<file path="src/verilog/usb_proto_pkg.sv">
package usb_proto_pkg;

    localparam int ADDR_W      = 7;
    localparam int ENDP_W      = 4;
    localparam int FRAME_W     = 11;
    localparam int TOKEN_BITS  = ADDR_W + ENDP_W;
    localparam int PID_BITS    = 8;
    localparam int SYNC_LEN_FS = 8;
    localparam int SYNC_LEN_HS = 32;
    localparam int ENDP_COUNT  = 16;

    localparam logic [ADDR_W-1:0] ADDR_RESET = 7'h00;

    // packet type codes, msb first as tabulated
    localparam logic [3:0] PID_RSVD  = 4'h0;
    localparam logic [3:0] PID_OUT   = 4'h1;
    localparam logic [3:0] PID_IN    = 4'h9;
    localparam logic [3:0] PID_SOF   = 4'h5;
    localparam logic [3:0] PID_SETUP = 4'hd;
    localparam logic [3:0] PID_DATA0 = 4'h3;
    localparam logic [3:0] PID_DATA1 = 4'hb;
    localparam logic [3:0] PID_DATA2 = 4'h7;
    localparam logic [3:0] PID_MDATA = 4'hf;
    localparam logic [3:0] PID_ACK   = 4'h2;
    localparam logic [3:0] PID_NAK   = 4'ha;
    localparam logic [3:0] PID_STALL = 4'he;
    localparam logic [3:0] PID_NYET  = 4'h6;
    localparam logic [3:0] PID_PRE   = 4'hc;
    localparam logic [3:0] PID_ERR   = 4'hc;
    localparam logic [3:0] PID_SPLIT = 4'h8;
    localparam logic [3:0] PID_PING  = 4'h4;

    // group is selected by the first two bits on the wire, type bits 1:0
    localparam logic [1:0] GRP_SPECIAL   = 2'h0;
    localparam logic [1:0] GRP_TOKEN     = 2'h1;
    localparam logic [1:0] GRP_HANDSHAKE = 2'h2;
    localparam logic [1:0] GRP_DATA      = 2'h3;

    typedef struct packed {
        logic       checkOk;
        logic       defined;
        logic [1:0] group;
        logic [3:0] code;
    } pidInfo_t;

    typedef struct packed {
        logic [3:0]        code;
        logic [ADDR_W-1:0] addr;
        logic [ENDP_W-1:0] endp;
    } tokenInfo_t;

    typedef struct packed {
        logic [3:0] pidType;
        logic       hasData;
    } txReq_t;

endpackage : usb_proto_pkg

</file>
<file path="src/verilog/pid_decoder.sv">
`timescale 1ns/1ns
module pid_decoder (
    input  wire logic [7:0]              pidByte,
    output usb_proto_pkg::pidInfo_t      info
);
    import usb_proto_pkg::*;

    always_comb begin
        info.code    = pidByte[3:0];
        info.checkOk = (pidByte[7:4] == ~pidByte[3:0]);
        info.defined = (pidByte[3:0] != PID_RSVD);
        info.group   = pidByte[1:0];
    end

endmodule : pid_decoder

</file>
<file path="src/verilog/usb_pid_sync_addr_decoder.sv">
`timescale 1ns/1ns
module usb_pid_sync_addr_decoder #(
    parameter int NUM_ENDP = usb_proto_pkg::ENDP_COUNT
) (
    input  wire logic                                 clk,
    input  wire logic                                 reset_n,
    input  wire logic                                 hsMode,
    input  wire logic                                 rxActive,
    input  wire logic                                 rxBitValid,
    input  wire logic                                 rxBit,
    input  wire logic                                 expectHandshake,
    input  wire logic                                 addrLoad,
    input  wire logic [usb_proto_pkg::ADDR_W-1:0]     addrValue,
    input  wire logic [NUM_ENDP-1:0]                  epInit,
    input  wire logic [NUM_ENDP-1:0]                  epOutEn,
    input  wire logic [NUM_ENDP-1:0]                  epInEn,
    input  wire logic                                 txStart,
    input  wire usb_proto_pkg::txReq_t                txReq,
    input  wire logic                                 txBitEnable,
    input  wire logic                                 txDataValid,
    input  wire logic [7:0]                           txData,
    output logic [usb_proto_pkg::ADDR_W-1:0]          funcAddr,
    output logic                                      pidEvent,
    output usb_proto_pkg::pidInfo_t                   pidSeen,
    output logic                                      pidError,
    output logic                                      tokenValid,
    output usb_proto_pkg::tokenInfo_t                 token,
    output logic                                      tokenIgnored,
    output logic                                      sofValid,
    output logic [usb_proto_pkg::FRAME_W-1:0]         frameNum,
    output logic                                      rxByteValid,
    output logic [7:0]                                rxByte,
    output logic                                      preSeen,
    output logic                                      errSeen,
    output logic                                      txReady,
    output logic                                      txBit,
    output logic                                      txBitValid,
    output logic                                      txDataTake,
    output logic                                      txDone
);
    import usb_proto_pkg::*;

    typedef enum logic [2:0] {RX_HUNT, RX_PID, RX_TOKEN, RX_DATA, RX_SKIP} rxState_t;
    typedef enum logic [1:0] {TX_IDLE, TX_SYNC, TX_PID, TX_DATA} txState_t;

    rxState_t               rxState_reg;
    logic                   prevZero_reg;
    logic [2:0]             pidCnt_reg;
    logic [7:0]             pidShift_reg;
    logic [3:0]             tokCnt_reg;
    logic [TOKEN_BITS-1:0]  fieldShift_reg;
    logic [3:0]             tokCode_reg;
    logic [2:0]             byteCnt_reg;
    logic [7:0]             byteShift_reg;
    logic [ADDR_W-1:0]      funcAddr_reg;
    logic [7:0]             pidByte_next;
    logic [TOKEN_BITS-1:0]  field_next;
    logic [7:0]             byte_next;
    pidInfo_t               pidInfo;
    logic                   pidGood;
    logic                   tokDone;
    logic [ADDR_W-1:0]      tokAddr;
    logic [ENDP_W-1:0]      tokEndp;
    logic                   dirOk;
    logic                   tokHit;

    ////////////////////////////////////////////////////////////////////////
    // receive bit assembly
    assign pidByte_next = {rxBit, pidShift_reg[7:1]};
    assign field_next   = {rxBit, fieldShift_reg[TOKEN_BITS-1:1]};
    assign byte_next    = {rxBit, byteShift_reg[7:1]};
    assign tokAddr      = field_next[ADDR_W-1:0];
    assign tokEndp      = field_next[TOKEN_BITS-1:ADDR_W];
    assign tokDone      = (rxState_reg == RX_TOKEN) && rxBitValid && (tokCnt_reg == 4'(TOKEN_BITS - 1));

    pid_decoder pidDec (
        .pidByte (pidByte_next),
        .info    (pidInfo)
    );

    assign pidGood = pidInfo.checkOk && pidInfo.defined;

    always_comb begin
        unique case (tokCode_reg)
            PID_OUT, PID_SETUP: dirOk = epOutEn[tokEndp];
            PID_IN, PID_PING:   dirOk = epInEn[tokEndp];
            default:            dirOk = 1'b0;
        endcase
    end

    // full compare, no aliasing, endpoint must be initialised
    assign tokHit = (tokAddr == funcAddr_reg) && epInit[tokEndp] && dirOk;

    ////////////////////////////////////////////////////////////////////////
    // receive state machine
    always_ff @(posedge clk or negedge reset_n) begin
        if (!reset_n) begin
            rxState_reg <= RX_HUNT;
        end else if (!rxActive) begin
            rxState_reg <= RX_HUNT;
        end else if (rxBitValid) begin
            unique case (rxState_reg)
                RX_HUNT: begin
                    // any run of zeros closed by a one ends sync
                    if (rxBit && prevZero_reg) begin
                        rxState_reg <= RX_PID;
                    end
                end
                RX_PID: begin
                    if (pidCnt_reg == 3'h7) begin
                        if (!pidGood) begin
                            rxState_reg <= RX_SKIP;
                        end else begin
                            unique case (pidInfo.group)
                                GRP_TOKEN: begin
                                    rxState_reg <= RX_TOKEN;
                                end
                                GRP_DATA: begin
                                    rxState_reg <= RX_DATA;
                                end
                                GRP_HANDSHAKE: begin
                                    rxState_reg <= RX_SKIP;
                                end
                                GRP_SPECIAL: begin
                                    if (pidInfo.code == PID_PING) begin
                                        rxState_reg <= RX_TOKEN;
                                    end else begin
                                        rxState_reg <= RX_SKIP;
                                    end
                                end
                            endcase
                        end
                    end
                end
                RX_TOKEN: begin
                    if (tokDone) begin
                        rxState_reg <= RX_SKIP;
                    end
                end
                RX_DATA: begin
                    rxState_reg <= RX_DATA;
                end
                RX_SKIP: begin
                    rxState_reg <= RX_SKIP;
                end
            endcase
        end
    end

    always_ff @(posedge clk or negedge reset_n) begin
        if (!reset_n) begin
            prevZero_reg <= 1'b0;
        end else if (!rxActive || rxState_reg != RX_HUNT) begin
            prevZero_reg <= 1'b0;
        end else if (rxBitValid) begin
            prevZero_reg <= !rxBit;
        end
    end

    always_ff @(posedge clk or negedge reset_n) begin
        if (!reset_n) begin
            pidCnt_reg   <= 3'h0;
            pidShift_reg <= 8'h00;
        end else if (rxState_reg != RX_PID) begin
            pidCnt_reg   <= 3'h0;
        end else if (rxBitValid) begin
            pidCnt_reg   <= pidCnt_reg + 3'h1;
            pidShift_reg <= pidByte_next;
        end
    end

    always_ff @(posedge clk or negedge reset_n) begin
        if (!reset_n) begin
            tokCnt_reg     <= 4'h0;
            fieldShift_reg <= '0;
            tokCode_reg    <= PID_RSVD;
        end else if (rxState_reg == RX_PID && rxBitValid) begin
            tokCnt_reg     <= 4'h0;
            tokCode_reg    <= pidByte_next[3:0];
        end else if (rxState_reg == RX_TOKEN && rxBitValid) begin
            tokCnt_reg     <= tokCnt_reg + 4'h1;
            fieldShift_reg <= field_next;
        end
    end

    always_ff @(posedge clk or negedge reset_n) begin
        if (!reset_n) begin
            byteCnt_reg   <= 3'h0;
            byteShift_reg <= 8'h00;
        end else if (rxState_reg != RX_DATA) begin
            byteCnt_reg   <= 3'h0;
        end else if (rxBitValid) begin
            byteCnt_reg   <= byteCnt_reg + 3'h1;
            byteShift_reg <= byte_next;
        end
    end

    ////////////////////////////////////////////////////////////////////////
    // function address
    always_ff @(posedge clk or negedge reset_n) begin
        if (!reset_n) begin
            funcAddr_reg <= ADDR_RESET;
        end else if (addrLoad) begin
            funcAddr_reg <= addrValue;
        end
    end

    ////////////////////////////////////////////////////////////////////////
    // receive event outputs, one-cycle pulses
    always_ff @(posedge clk or negedge reset_n) begin
        if (!reset_n) begin
            pidEvent <= 1'b0;
            pidSeen  <= '0;
            pidError <= 1'b0;
            preSeen  <= 1'b0;
            errSeen  <= 1'b0;
        end else begin
            pidEvent <= 1'b0;
            pidError <= 1'b0;
            preSeen  <= 1'b0;
            errSeen  <= 1'b0;
            if (rxActive && rxState_reg == RX_PID && rxBitValid && pidCnt_reg == 3'h7) begin
                pidSeen <= pidInfo;
                pidError <= !pidGood;
                pidEvent <= pidGood;
                if (pidGood && pidInfo.code == PID_PRE) begin
                    // shared code: a reply slot means error handshake
                    errSeen <= expectHandshake;
                    preSeen <= !expectHandshake;
                end
            end
        end
    end

    always_ff @(posedge clk or negedge reset_n) begin
        if (!reset_n) begin
            tokenValid   <= 1'b0;
            tokenIgnored <= 1'b0;
            token        <= '0;
            sofValid     <= 1'b0;
            frameNum     <= '0;
        end else begin
            tokenValid   <= 1'b0;
            tokenIgnored <= 1'b0;
            sofValid     <= 1'b0;
            if (rxActive && tokDone) begin
                if (tokCode_reg == PID_SOF) begin
                    sofValid <= 1'b1;
                    frameNum <= field_next;
                end else begin
                    tokenValid   <= tokHit;
                    tokenIgnored <= !tokHit;
                    token        <= '{code: tokCode_reg, addr: tokAddr, endp: tokEndp};
                end
            end
        end
    end

    // bytes are forwarded in wire order, the first being the low-order one
    always_ff @(posedge clk or negedge reset_n) begin
        if (!reset_n) begin
            rxByteValid <= 1'b0;
            rxByte      <= 8'h00;
        end else begin
            rxByteValid <= 1'b0;
            if (rxActive && rxState_reg == RX_DATA && rxBitValid && byteCnt_reg == 3'h7) begin
                rxByteValid <= 1'b1;
                rxByte      <= byte_next;
            end
        end
    end

    assign funcAddr = funcAddr_reg;

    ////////////////////////////////////////////////////////////////////////
    // transmitter: sync, pid, then optional data bytes
    txState_t   txState_reg;
    logic [4:0] txCnt_reg;
    logic [7:0] txShift_reg;
    logic       txHasData_reg;
    logic [4:0] syncLast;

    assign syncLast = hsMode ? 5'(SYNC_LEN_HS - 1) : 5'(SYNC_LEN_FS - 1);

    always_ff @(posedge clk or negedge reset_n) begin
        if (!reset_n) begin
            txState_reg   <= TX_IDLE;
            txCnt_reg     <= 5'h00;
            txShift_reg   <= 8'h00;
            txHasData_reg <= 1'b0;
            txBit         <= 1'b0;
            txBitValid    <= 1'b0;
            txDataTake    <= 1'b0;
            txDone        <= 1'b0;
            txReady       <= 1'b1;
        end else begin
            txBitValid <= 1'b0;
            txDataTake <= 1'b0;
            txDone     <= 1'b0;
            unique case (txState_reg)
                TX_IDLE: begin
                    if (txStart) begin
                        txState_reg   <= TX_SYNC;
                        txCnt_reg     <= 5'h00;
                        txShift_reg   <= {~txReq.pidType, txReq.pidType};
                        txHasData_reg <= txReq.hasData;
                        txReady       <= 1'b0;
                    end
                end
                TX_SYNC: begin
                    if (txBitEnable) begin
                        // zeros then a closing one: a transition per zero, the closing one holds the level after nrzi
                        txBit      <= (txCnt_reg == syncLast);
                        txBitValid <= 1'b1;
                        txCnt_reg  <= txCnt_reg + 5'h01;
                        if (txCnt_reg == syncLast) begin
                            txState_reg <= TX_PID;
                            txCnt_reg   <= 5'h00;
                        end
                    end
                end
                TX_PID, TX_DATA: begin
                    if (txBitEnable) begin
                        txBit       <= txShift_reg[0];
                        txBitValid  <= 1'b1;
                        txShift_reg <= {1'b0, txShift_reg[7:1]};
                        txCnt_reg   <= txCnt_reg + 5'h01;
                        if (txCnt_reg == 5'h07) begin
                            txCnt_reg <= 5'h00;
                            if (txHasData_reg && txDataValid) begin
                                txState_reg <= TX_DATA;
                                txShift_reg <= txData;
                                txDataTake  <= 1'b1;
                            end else begin
                                txState_reg <= TX_IDLE;
                                txDone      <= 1'b1;
                                txReady     <= 1'b1;
                            end
                        end
                    end
                end
            endcase
        end
    end
endmodule : usb_pid_sync_addr_decoder

</file>
<file path="config.mk">
export PLATFORM = sky130hd
export DESIGN_NAME = usb_pid_sync_addr_decoder
export DESIGN_NICKNAME = d
export VERILOG_FILES = /design/src/verilog/usb_proto_pkg.sv /design/src/verilog/pid_decoder.sv /design/src/verilog/usb_pid_sync_addr_decoder.sv
export SDC_FILE = /design/constraint.sdc
export NUM_CORES = 1
export LEC_CHECK = 0
export ABC_AREA = 1
export BUFFER_PORTS_ARGS = -buffer_cell sky130_fd_sc_hd__buf_2
export CORE_ASPECT_RATIO = 0.9
export CORE_MARGIN = 8
export CORE_UTILIZATION = 40
export DETAILED_ROUTE_END_ITERATION = 16
export GPL_ROUTABILITY_DRIVEN = 0
export GPL_TIMING_DRIVEN = 0
export SYNTH_ARGS = -nofsm -noshare
export SYNTH_HDL_FRONTEND = slang
export SYNTH_SLANG_ARGS = --single-unit
</file>
<file path="constraint.sdc">
create_clock -name clk -period 2 [get_ports clk]
set_clock_uncertainty 0.1 [all_clocks]
set_input_delay 0.2 -clock clk [delete_from_list [all_inputs] [get_ports clk]]
set_output_delay 0.2 -clock clk [all_outputs]
set_load 0.02 [all_outputs]
</file>
---- Yosys cells after proc, flatten, opt, wreduce, memory -nomap -nowiden ----
Index checks and enable logic that the tools add are counted.
cells by class
  muxes and demuxes ....................... 74
  order comparisons ....................... 1
  add/subtract/negate cells ............... 4
  bitwise gates (word level) .............. 6
  equal/unequal tests ..................... 36
  reductions and logical operators ........ 49
operators with widths
  operator                                                          count
  1-bit 2-to-1 mux                                                  34
  3-bit 2-to-1 mux                                                  11
  8-bit 2-to-1 mux                                                  4
  5-bit 2-to-1 mux                                                  6
  4-bit == test (second input constant)                             4
  1-bit logical AND                                                 16
  8-bit one-hot mux with 2 select lines                             1
  3-bit one-hot mux with 5 select lines                             1
  5-bit one-hot mux with 3 select lines                             1
  1-bit binary-select mux with 4-bit select                         3
  4-bit by 3-bit == test with 1-bit output (second input constant)  3
  2-bit 2-to-1 mux                                                  6
  2-bit inequality test (second input constant)                     6
  3-bit one-hot mux with 4 select lines                             1
  2-bit AND reduction                                               6
  2-bit nonzero test                                                6
  5-bit AND reduction                                               2
  3-bit == test (second input constant)                             3
  3-bit inequality test (second input constant)                     3
  3-bit AND reduction                                               3
  2-bit == test (second input constant)                             4
  4-bit 2-to-1 mux                                                  2
  4-bit inverter                                                    2
  7-bit == test                                                     1
  26 further kinds                                                  41
word-level totals
  bits in registers ....................... 123

---- Longest topological paths before layout ----
Gate-level depths: netlist of the first run.
  depth after elaboration ................. 8
  mapped depth ............................ 13
  depth with buffers taken out ............ 11

---- Hierarchy ----
From an unflattened synthesis of the first run, not the netlist that was laid out.
unflattened totals
  cell total of the unflattened synthesis .. 658
  area, all modules ....................... 5509.0 µm²
modules (own cells, without submodules)
  module                     area each (µm²)  times used  cells an instance  sequential area each (µm²)
  usb_pid_sync_addr_decoder  5373.9           1           629                2929.1
  pid_decoder                135.1            1           29                 0.0

---- Worst setup path after synthesis of the first run ----
No wires, ideal clock.
  path type ............................... register -> register
  start ................................... register txCnt_reg[0]
  end ..................................... register txShift_reg[3]
  clock period less this slack ............ 1.628 ns
  cell stages (with the launch flop) ...... 10
  arrival time ............................ 1.394 ns
  setup slack ............................. 0.372 ns
  path buffers ............................ 1
  cells stage by stage .................... dfrtp_1 -> ha_1 -> nand2_1 -> nor3_1 -> nand3_1 -> buf_2 -> nand2_1 -> nand2_1 -> a21oi_1 -> o22ai_1
on the way
  longest elaborated chain between the ends .. 4
ends and longest elaborated chain
  element                                   RTL line                          source
  start, declared                           usb_pid_sync_addr_decoder.sv:278  logic [4:0] txCnt_reg;
  start signal, assigned                    usb_pid_sync_addr_decoder.sv:315  txCnt_reg <= txCnt_reg + 5'h01;
  start signal, assigned                    usb_pid_sync_addr_decoder.sv:327  txCnt_reg <= txCnt_reg + 5'h01;
  5-bit by 3-bit == test with 1-bit output  usb_pid_sync_addr_decoder.sv:328  if (txCnt_reg == 5'h07) begin
  8-bit 2-to-1 mux                          usb_pid_sync_addr_decoder.sv:328
  8-bit 2-to-1 mux                          usb_pid_sync_addr_decoder.sv:323  if (txBitEnable) begin
  8-bit one-hot mux with 2 select lines     usb_pid_sync_addr_decoder.sv:300  unique case (txState_reg)
  end signal, assigned                      usb_pid_sync_addr_decoder.sv:305  txShift_reg <= {~txReq.pidType, txReq.pidType};
  end signal, assigned                      usb_pid_sync_addr_decoder.sv:326  txShift_reg <= {1'b0, txShift_reg[7:1]};
  end signal, assigned                      usb_pid_sync_addr_decoder.sv:332  txShift_reg <= txData;
  end, declared                             usb_pid_sync_addr_decoder.sv:279  logic [7:0] txShift_reg;
Every way passes these cells. The select of a mux whose other input is x is not followed.
A chain may end at the register's enable or synchronous reset.

---- Worst setup path in the final report of the first run ----
  start ................................... register txCnt_reg[0]
  end ..................................... register txShift_reg[0]
The elaborated chain is that of the path after synthesis.

==> results.txt, run 1 <==
- The share of total power dissipated in combinational logic is between 20% and 30%.
- The flow ran to the end, and the final reports show no timing, DRC or antenna violations.
- After synthesis, flip-flops and latches occupy a little over half of the total area.
- Ratio of final minimum period to clock period: about nine tenths
- Startpoint of the most critical hold path: txStart
- No sink is reached through more buffers than the 2 on the longest clock path.
* Horiz. Die Dim: between 100 and 150 µm
- DR iter-0 viols: approximately 260
- Sort of element at the end of the critical path: flop
- Leaving out filler cells and counting taps, the final layout contains just over 1k.
- In this run, the clock network consumes 39.2% of the power.
- Footprint of the multi-input gates: 0.00222 mm²
- Worst-margin pin slew: between 500 and 600 ps
- The number of max-slew violations in the final report came to 0.
- Mapped Cells: ~650
- The setup check on the worst reg-to-reg path leaves a slack of around 180 ps.
* Clock tree root driver cell: sky130_fd_sc_hd__clkbuf_16
- For this block, the via count after detailed routing is 4,971.
* Number of diodes added for antenna fixing: 0
* Total Power: 0.00732 W
- The count of nets left with antenna violations once routing finished came out at 0.
* Proportion of layout cells with a drive suffix above 1: between 20% and 30%
- CP Data Arrival Time: 2060 ps
* TritonCTS clock tree: done
- The die covers between 0.015 and 0.02 mm².
- The clock net in this run drives a total of between 100 and 150 sinks.
- Layout fillers: 1,249
- Across the run, the number of max-cap violations was 0.
* Leakage power total: 3.73 nW
- Post-synthesis cell type count: about 40
- Dividing the detail-routed via count by the number of cells gives between 4 and 5.
- For this run, the total global-route usage over all layers was measured as around 17%.
- The internal power of the cells totals between 0.005 and 0.006 W.
- Most frequent standard cell in the layout excluding fill and tap cells: sky130_fd_sc_hd__nand2_1
* Number of placement rows: 40
* Synthesized area per cell: between 8 and 9 µm²
- Final hold violation count: 0
* Maximum clock frequency: roughly 550 MHz
* 1st-pass router iterations: 5
* Mapped Area: between 0.005 and 0.006 mm²
- HPWL after detailed placement: roughly 10,000 µm
- Area growth syn-to-layout: 31.3%
- Dividing total power by cell area gives a power density of ~1000 mW/mm².
* Worst flop-to-flop path endpoint: txShift_reg[0]$_DFFE_PN0P_
- Share of total power in sequential cells: 39.2%
- Type of element launching the critical path: flop
* Cell depth of the worst hold path: 5
- Measured against its own limit, the worst slew margin works out to 61.8%.
- Clock-pin slew on the worst setup and hold paths: approximately 50 ps
- For this run, design rule violations remaining after detail routing come to 0.
- Required time worst endpoint: about 2200 ps
- P_sw: 0.00225 W
* Count of H-tree levels built during CTS: 4
- Net switching is 30.8% of the power.
- Pin placement for this block handled about 140 I/O pins.
- Yosys reg bits: ~120
* Number of antenna violations at the first check in global routing: 0
- Vias in the first global route: between 4k and 5k
* Area of the placeable core: roughly 0.013 mm²
* R2R cell count: 8
- The number of placed instances, taps included, is 958.
* Reg-to-reg startpoint: txCnt_reg[0]$_DFFE_PN0P_
* Worst hold-check path type: in2reg
* Maximum net fanout on the critical path: 10
* Warnings from Yosys: 0
- The number of nets in the synthesized netlist is 737.
* Flip-flop count of the largest register, all copies and words added: 15
- Buffers inserted by post-CTS timing repair: 0
- First-pass GRT wire length: roughly 24,000 µm
- Entering global routing, the biggest net connects 74 pins.
* Worst-case hold path end point: txHasData_reg$_DFFE_PN0P_
- Total Routed Length: around 14,000 µm
- Number of buffer cells added on primary ports: about 140
- Die Height: around 130 µm
- Worst skew pair latency: 410 ps
* Remaining global-route overflow: 0
- The worst-case IR drop observed on VDD is 0.678 mV.
- The top cell types in the final layout, fill and taps aside, are 205 x sky130_fd_sc_hd__nand2_1, 151 x sky130_fd_sc_hd__buf_2, 114 x sky130_fd_sc_hd__dfrtp_1.
- Setup violations remaining at the end of the flow were counted as 0.
- Worst Path Class, Setup: reg2reg
* Post-layout nets: slightly above 900
* Unrepaired setup endpoints after global routing: no
* Number of buffers inserted during clock tree synthesis: 17
- The smallest clock period supported by the final layout is computed as between 1500 and 2000 ps.
- The most critical setup path has its startpoint at txCnt_reg[0]$_DFFE_PN0P_.
* Wire length per cell: around 14 µm
- FF/Latch Area: around 0.0029 mm²
- Starting density of the core: about two fifths
[worst max-delay path by stage]
| stage | to | slack [ps] | cells past startpoint |
|---|---|---|---|
| finish | txShift_reg[0]$_DFFE_PN0P_ | 180 | 8 |
| global route | rxByte[7]$_DFFE_PN0P_ | 5 | 9 |
| CTS | txShift_reg[0]$_DFFE_PN0P_ | 60 | 8 |
| detailed placement | txShift_reg[0]$_DFFE_PN0P_ | 60 | 8 |
| global placement | txShift_reg[6]$_DFFE_PN0P_ | -720 | 1 |
| floorplan | txShift_reg[3]$_DFFE_PN0P_ | 370 | 9 |
[layout make-up]
type | instances | area share (%)
multi-input combinational | 449 | 31.0
inverter | 61 | 3.20
sequential | 115 | 40.2
tap | 168 | 2.94
timing repair buffer | 160 | 13.0
buffer | 26 | 1.89
clock inverter | 11 | 1.59
clock buffer | 19 | 6.18
[routing by layer]
| metal | vias to the layer above | share of wire [%] | global-route usage, % |
|---|---|---|---|
| li1 | 2474 | - | - |
| met1 | 2361 | 45 | 20.6 |
| met2 | 117 | 48 | 26.6 |
| met3 | 19 | 5.4 | 6.22 |
| met4 | 0 | 1.7 | 7.22 |
| met5 | - | 0 | 0 |
[power groups by stage]
stage          clock network [W]  registers [W]  logic (W)
6_report                 0.00287        0.00287    0.00158
5_1_grt                  0.00304        0.00291    0.00181
4_1_cts                  0.00294        0.00287    0.00158
3_5_place_dp                   0        0.00290    0.00155
3_3_place_gp                   0        0.00289    0.00149
2_1_floorplan                  0        0.00291    0.00104
[kinds of logic after synthesis]
family	Yosys count	synth area share (%)
buffers and inverters	87	6.65
DFF	115	52.8
adders and majority gates	7	1.61
muxes	7	1.45
xor gates and xnor gates	9	1.45
and+or+nand+nor	312	24.8
AOI/OAI and AO/OA	114	11.2
[critical path, stage by stage, from the launching register on]
cell and delay, ps:
sky130_fd_sc_hd__dfrtp_1 390, sky130_fd_sc_hd__ha_1 190, sky130_fd_sc_hd__nand2_1 120, sky130_fd_sc_hd__nor3_2 220, sky130_fd_sc_hd__nand3_1 120, sky130_fd_sc_hd__buf_2 200, sky130_fd_sc_hd__a21oi_1 130, sky130_fd_sc_hd__o21ai_0 130
sky130_fd_sc_hd__a31oi_1 140
[what timing repair did]
item                                    in CTS  in global routing
gates resized for setup                      0                  4
endpoints found under the setup margin       0                 13
hold buffers                                21                  0
endpoints found under the hold margin       62                  0
[synth_stat cells (all sizes together)]
library cell  count  area (µm²)
a211oi            1        7.51
clkinv            2        7.51
nor3b             1        12.5
clkbuf            7        26.3
nand4             2        12.5
o21ai            81         413
buf              19         108
mux2              7        78.8
nand3            49         268
o22ai             1        6.26
nand2           206         776
a31oi             3        18.8
xor2              1        8.76
dfrtp           114        2850
nor4              2        12.5
and3              1        6.26
nor3             10        66.3
inv              59         221
dfstp             1        26.3
xnor2             8        70.1
a21oi            18        90.1
a22oi             1        7.51
o211ai            2        15.0
ha                7        87.6
a22o              2        17.5
o21a              4        30.0
and3b             1        8.76
a21o              1        7.51
nor2             40         193
[metrics by stage]
| step | instance area [µm²] | setup TNS, ps | utilization, % | worst slack, ps | hold slack, ps |
|---|---|---|---|---|---|
| CTS | 7150 | 0 | 53.5 | 59.2 | 20.4 |
| detailed placement | 6390 | 0 | 47.8 | 64.1 | 134 |
| global placement | 6360 | -81090 | 47.6 | -722 | 280 |
| finish | 7160 | 0 | 53.6 | 178 | 38.0 |
| global route | 7160 | 0 | 53.6 | 5.46 | 31.6 |
| floorplan | 5460 | 0 | - | 372 | -196 |
(Power assumes the default switching activity.)
==> inputs of run 2 (changes only) <==
--- a/config.mk
+++ b/config.mk
@@ -9,10 +9,11 @@
 export BUFFER_PORTS_ARGS = -buffer_cell sky130_fd_sc_hd__buf_2
 export CORE_ASPECT_RATIO = 0.9
 export CORE_MARGIN = 8
-export CORE_UTILIZATION = 40
+export CORE_UTILIZATION = 53
 export DETAILED_ROUTE_END_ITERATION = 16
 export GPL_ROUTABILITY_DRIVEN = 0
 export GPL_TIMING_DRIVEN = 0
+export PLACE_DENSITY = 0.8
 export SYNTH_ARGS = -nofsm -noshare
 export SYNTH_HDL_FRONTEND = slang
 export SYNTH_SLANG_ARGS = --single-unit
==> run 2 against run 1 <==
Net effect: first-iteration DRC count rose by 37%; non-clock buffer count fell by 2; global-route usage rose by 4.9 points; fmax fell by 3.3%; sequential share of layout area barely moved; cell count fell by 3.9%.
==> results.txt, run 2 (same netlist as run 1, synthesis figures left out) <==
- Worst flop-to-flop path endpoint: txShift_reg[2]$_DFFE_PN0P_
* Cell depth of the worst hold path: 3
* R2R cell count: 8
- Across all setup checks in the final design, the least slack found is about 120 ps.
- Dividing the detail-routed via count by the number of cells gives 5.39.
- The total count of hold-check failures in the final report came to 0.
- Detailed placement finished with a half-perimeter wire length of 10,300 µm.
- The clock net in this run drives a total of 115 sinks.
- First-pass GRT wire length: about 24,000 µm
* Remaining global-route overflow: 0
- Registers take ~0.0029 mm².
- Worst skew pair latency: 410 ps
- Number of buffer cells added on primary ports: about 140
- Footprint of the multi-input gates: ~0.0022 mm²
* Pre-CTS worst setup slack: around 83 ps
- The final layout contains routed wiring with a total length of roughly 15,000 µm.
- Across the VDD grid, the largest voltage drop is roughly 0.83 mV.
* Starting density of the core: a little over half
- Setup repair after global routing could not meet its margin everywhere.
- The smallest clock period supported by the final layout is computed as ~1900 ps.
- The critical path goes through ha_1, nand2_1, nor3_4, nand3_1, buf_2, a21oi_1, o21ai_0, a31oi_1.
- Die Height: 112 µm
- After clock tree synthesis, the setup repair step added 0 buffers.
* Sort of element at the end of the critical path: flop
- Relative max-transition margin: 61.3%
- The worst register-to-register path has a setup slack of 120 ps.
* Maximum clock frequency: approximately 530 MHz
- Number of antenna-violating nets in the routed design: 0
* Startpoint of the most critical hold path: rxBitValid
- In this run the critical register-to-register path is launched from txCnt_reg[0]$_DFFE_PN0P_.
- Global routing usage summed across all routing layers: approximately 22%
- Leaving out fill and tap cells, the most frequent cell in the layout is sky130_fd_sc_hd__nand2_1.
- Type of element launching the critical path: flop
* Buffers & Inverters on Critical Path: 1
- TritonCTS clock tree: done
* Horiz. Die Dim: roughly 120 µm
* CP Data Arrival Time: around 2100 ps
* Max-slew violation count: 0
* Maximum number of pins on one net before global-route repair: 73
* Flip-flop count of the largest register, all copies and words added: 15
* Critical Path Max Stage Delay: approximately 400 ps
* Number of diodes added for antenna fixing: 0
- The die covers 0.0138 mm².
- Cells with a size suffix above 1 make up 26.2% of the layout.
- Most frequent cells in the layout: 205 x sky130_fd_sc_hd__nand2_1, 151 x sky130_fd_sc_hd__buf_2, 113 x sky130_fd_sc_hd__dfrtp_1
* Max-cap violations: 0
* Vias in the first global route: between 5k and 6k
- In this design, the largest share of critical-path delay is due to simple AND/OR/NAND/NOR gates.
- The final layout contains slightly above 900 nets.
- Buffers from clock root to sink, at most: 2
- The run finished with clean final reports.
* Clock tree root driver cell: sky130_fd_sc_hd__clkbuf_16
- Max stage delay cell, worst path: sky130_fd_sc_hd__dfrtp_1
* Leakage power total: 3.73 nW
- Count of H-tree levels built during CTS: 4
* Worst Path Class, Setup: reg2reg
* Layout fillers: ~750
- Buffers inserted during clock tree synthesis total 17.
* Worst hold-check path type: in2reg
- 1st-pass router iterations: 5
* Power density of the placed cells: between 1000 and 1500 mW/mm²
- Across all layers, the routed design uses 5,233 vias.
* Worst-margin pin slew: approximately 580 ps
- For hold timing, the worst endpoint is prevZero_reg$_DFFE_PN0P_.
* Number of top-level pins: around 140
- Required time worst endpoint: 2230 ps
* Maximum net fanout on the critical path: 10
* DR iter-0 viols: 351
- From synthesis to final layout, the design area changed by 31.2%.
- After clock tree synthesis, the clock-pin slew on the worst setup and hold paths is around 60 ps.
* Total DRC errors in the routed layout: 0
- After detailed routing, the average wire length per cell comes to about 15 µm.
- Number of antenna violations at the first check in global routing: 1
- The floorplan has 35 rows.
- Fraction of the core area covered by cells at the end of the flow: slightly above 70%
- Setup-violating endpoint count in the final report: 0
* Area of the placeable core: about 0.01 mm²
- Dividing the final minimum period by the clock period gives between 90% and 100%.
==> run 2: cell count changes in the layout (fill, tap and decap cells not counted), moves of 2 or more <==
cell / delta
sky130_fd_sc_hd__clkinv_2: -4
sky130_fd_sc_hd__clkinv_4: +2
sky130_fd_sc_hd__clkinvlp_4: +2
sky130_fd_sc_hd__dlygate4sd3_1: -2
==> run 2: cell type report <==
cell class | count | share of cell area, %
Multi-Input combinational cell | 449 | 31.1
Tap cell | 129 | 2.26
Clock inverter | 12 | 2.19
Sequential cell | 115 | 40.2
Inverter | 61 | 3.20
Buffer | 26 | 1.89
Timing Repair Buffer | 158 | 12.7
Clock buffer | 20 | 6.38
==> run 2: worst max-delay path by stage <==
| stage | start | depth (start not counted) | endpoint |
|---|---|---|---|
| 6_report | txCnt_reg[0]$_DFFE_PN0P_ | 8 | txShift_reg[2]$_DFFE_PN0P_ |
| 5_1_grt | txCnt_reg[0]$_DFFE_PN0P_ | 8 | txShift_reg[2]$_DFFE_PN0P_ |
| 4_1_cts | txCnt_reg[0]$_DFFE_PN0P_ | 8 | txShift_reg[2]$_DFFE_PN0P_ |
| 3_5_place_dp | txCnt_reg[0]$_DFFE_PN0P_ | 8 | txShift_reg[0]$_DFFE_PN0P_ |
| 3_3_place_gp | reset_n | 1 | txShift_reg[2]$_DFFE_PN0P_ |
| 2_1_floorplan | txCnt_reg[0]$_DFFE_PN0P_ | 9 | txShift_reg[3]$_DFFE_PN0P_ |
==> run 2: worst min-delay path, stage by stage <==
cell                      delay [ps]
sky130_fd_sc_hd__buf_2           140
sky130_fd_sc_hd__nand2_1          70
sky130_fd_sc_hd__a21oi_1          60
==> run 2: power by group <==
part	switching, W	internal (W)	leakage, nW	total (W)
clock	0.00109	0.00202	0.288	0.00311
combinational	0.00103	0.000575	1.92	0.00160
sequential	0.000233	0.00265	1.53	0.00288
==> run 2: what timing repair did <==
| action | 4_1_cts | 5_1_grt |
|---|---|---|
| hold endpoints to repair | 61 | 0 |
| hold buffers | 19 | 0 |
| gates resized for setup | 0 | 6 |
| setup endpoints to repair | 0 | 13 |
==> run 2: per-layer routing <==
| metal | global-route usage, % | wire length (µm) | share of wire (%) | vias up |
|---|---|---|---|---|
| met3 | 7.23 | 1130 | 7.6 | 37 |
| met4 | 6.74 | 321 | 2.2 | 2 |
| met2 | 36.0 | 7390 | 50 | 230 |
| met5 | 0 | 14 | 0.094 | - |
| met1 | 26.4 | 6010 | 40 | 2500 |
| li1 | - | - | - | 2464 |
==> run 2: per-stage QoR <==
| stage | setup TNS, ps | power (W) | instances | cell area (µm²) | hold WS (ps) |
|---|---|---|---|---|---|
| floorplan | 0 | 0.00395 | 651 | 5460 | -196 |
| detailed placement | 0 | 0.00443 | 919 | 6340 | 137 |
| finish | 0 | 0.00759 | 970 | 7160 | 14.3 |
| global route | -124 | 0.00797 | 970 | 7160 | 32.1 |
| global placement | -70110 | 0.00435 | 918 | 6310 | 279 |
| CTS | 0 | 0.00759 | 970 | 7140 | 6.87 |
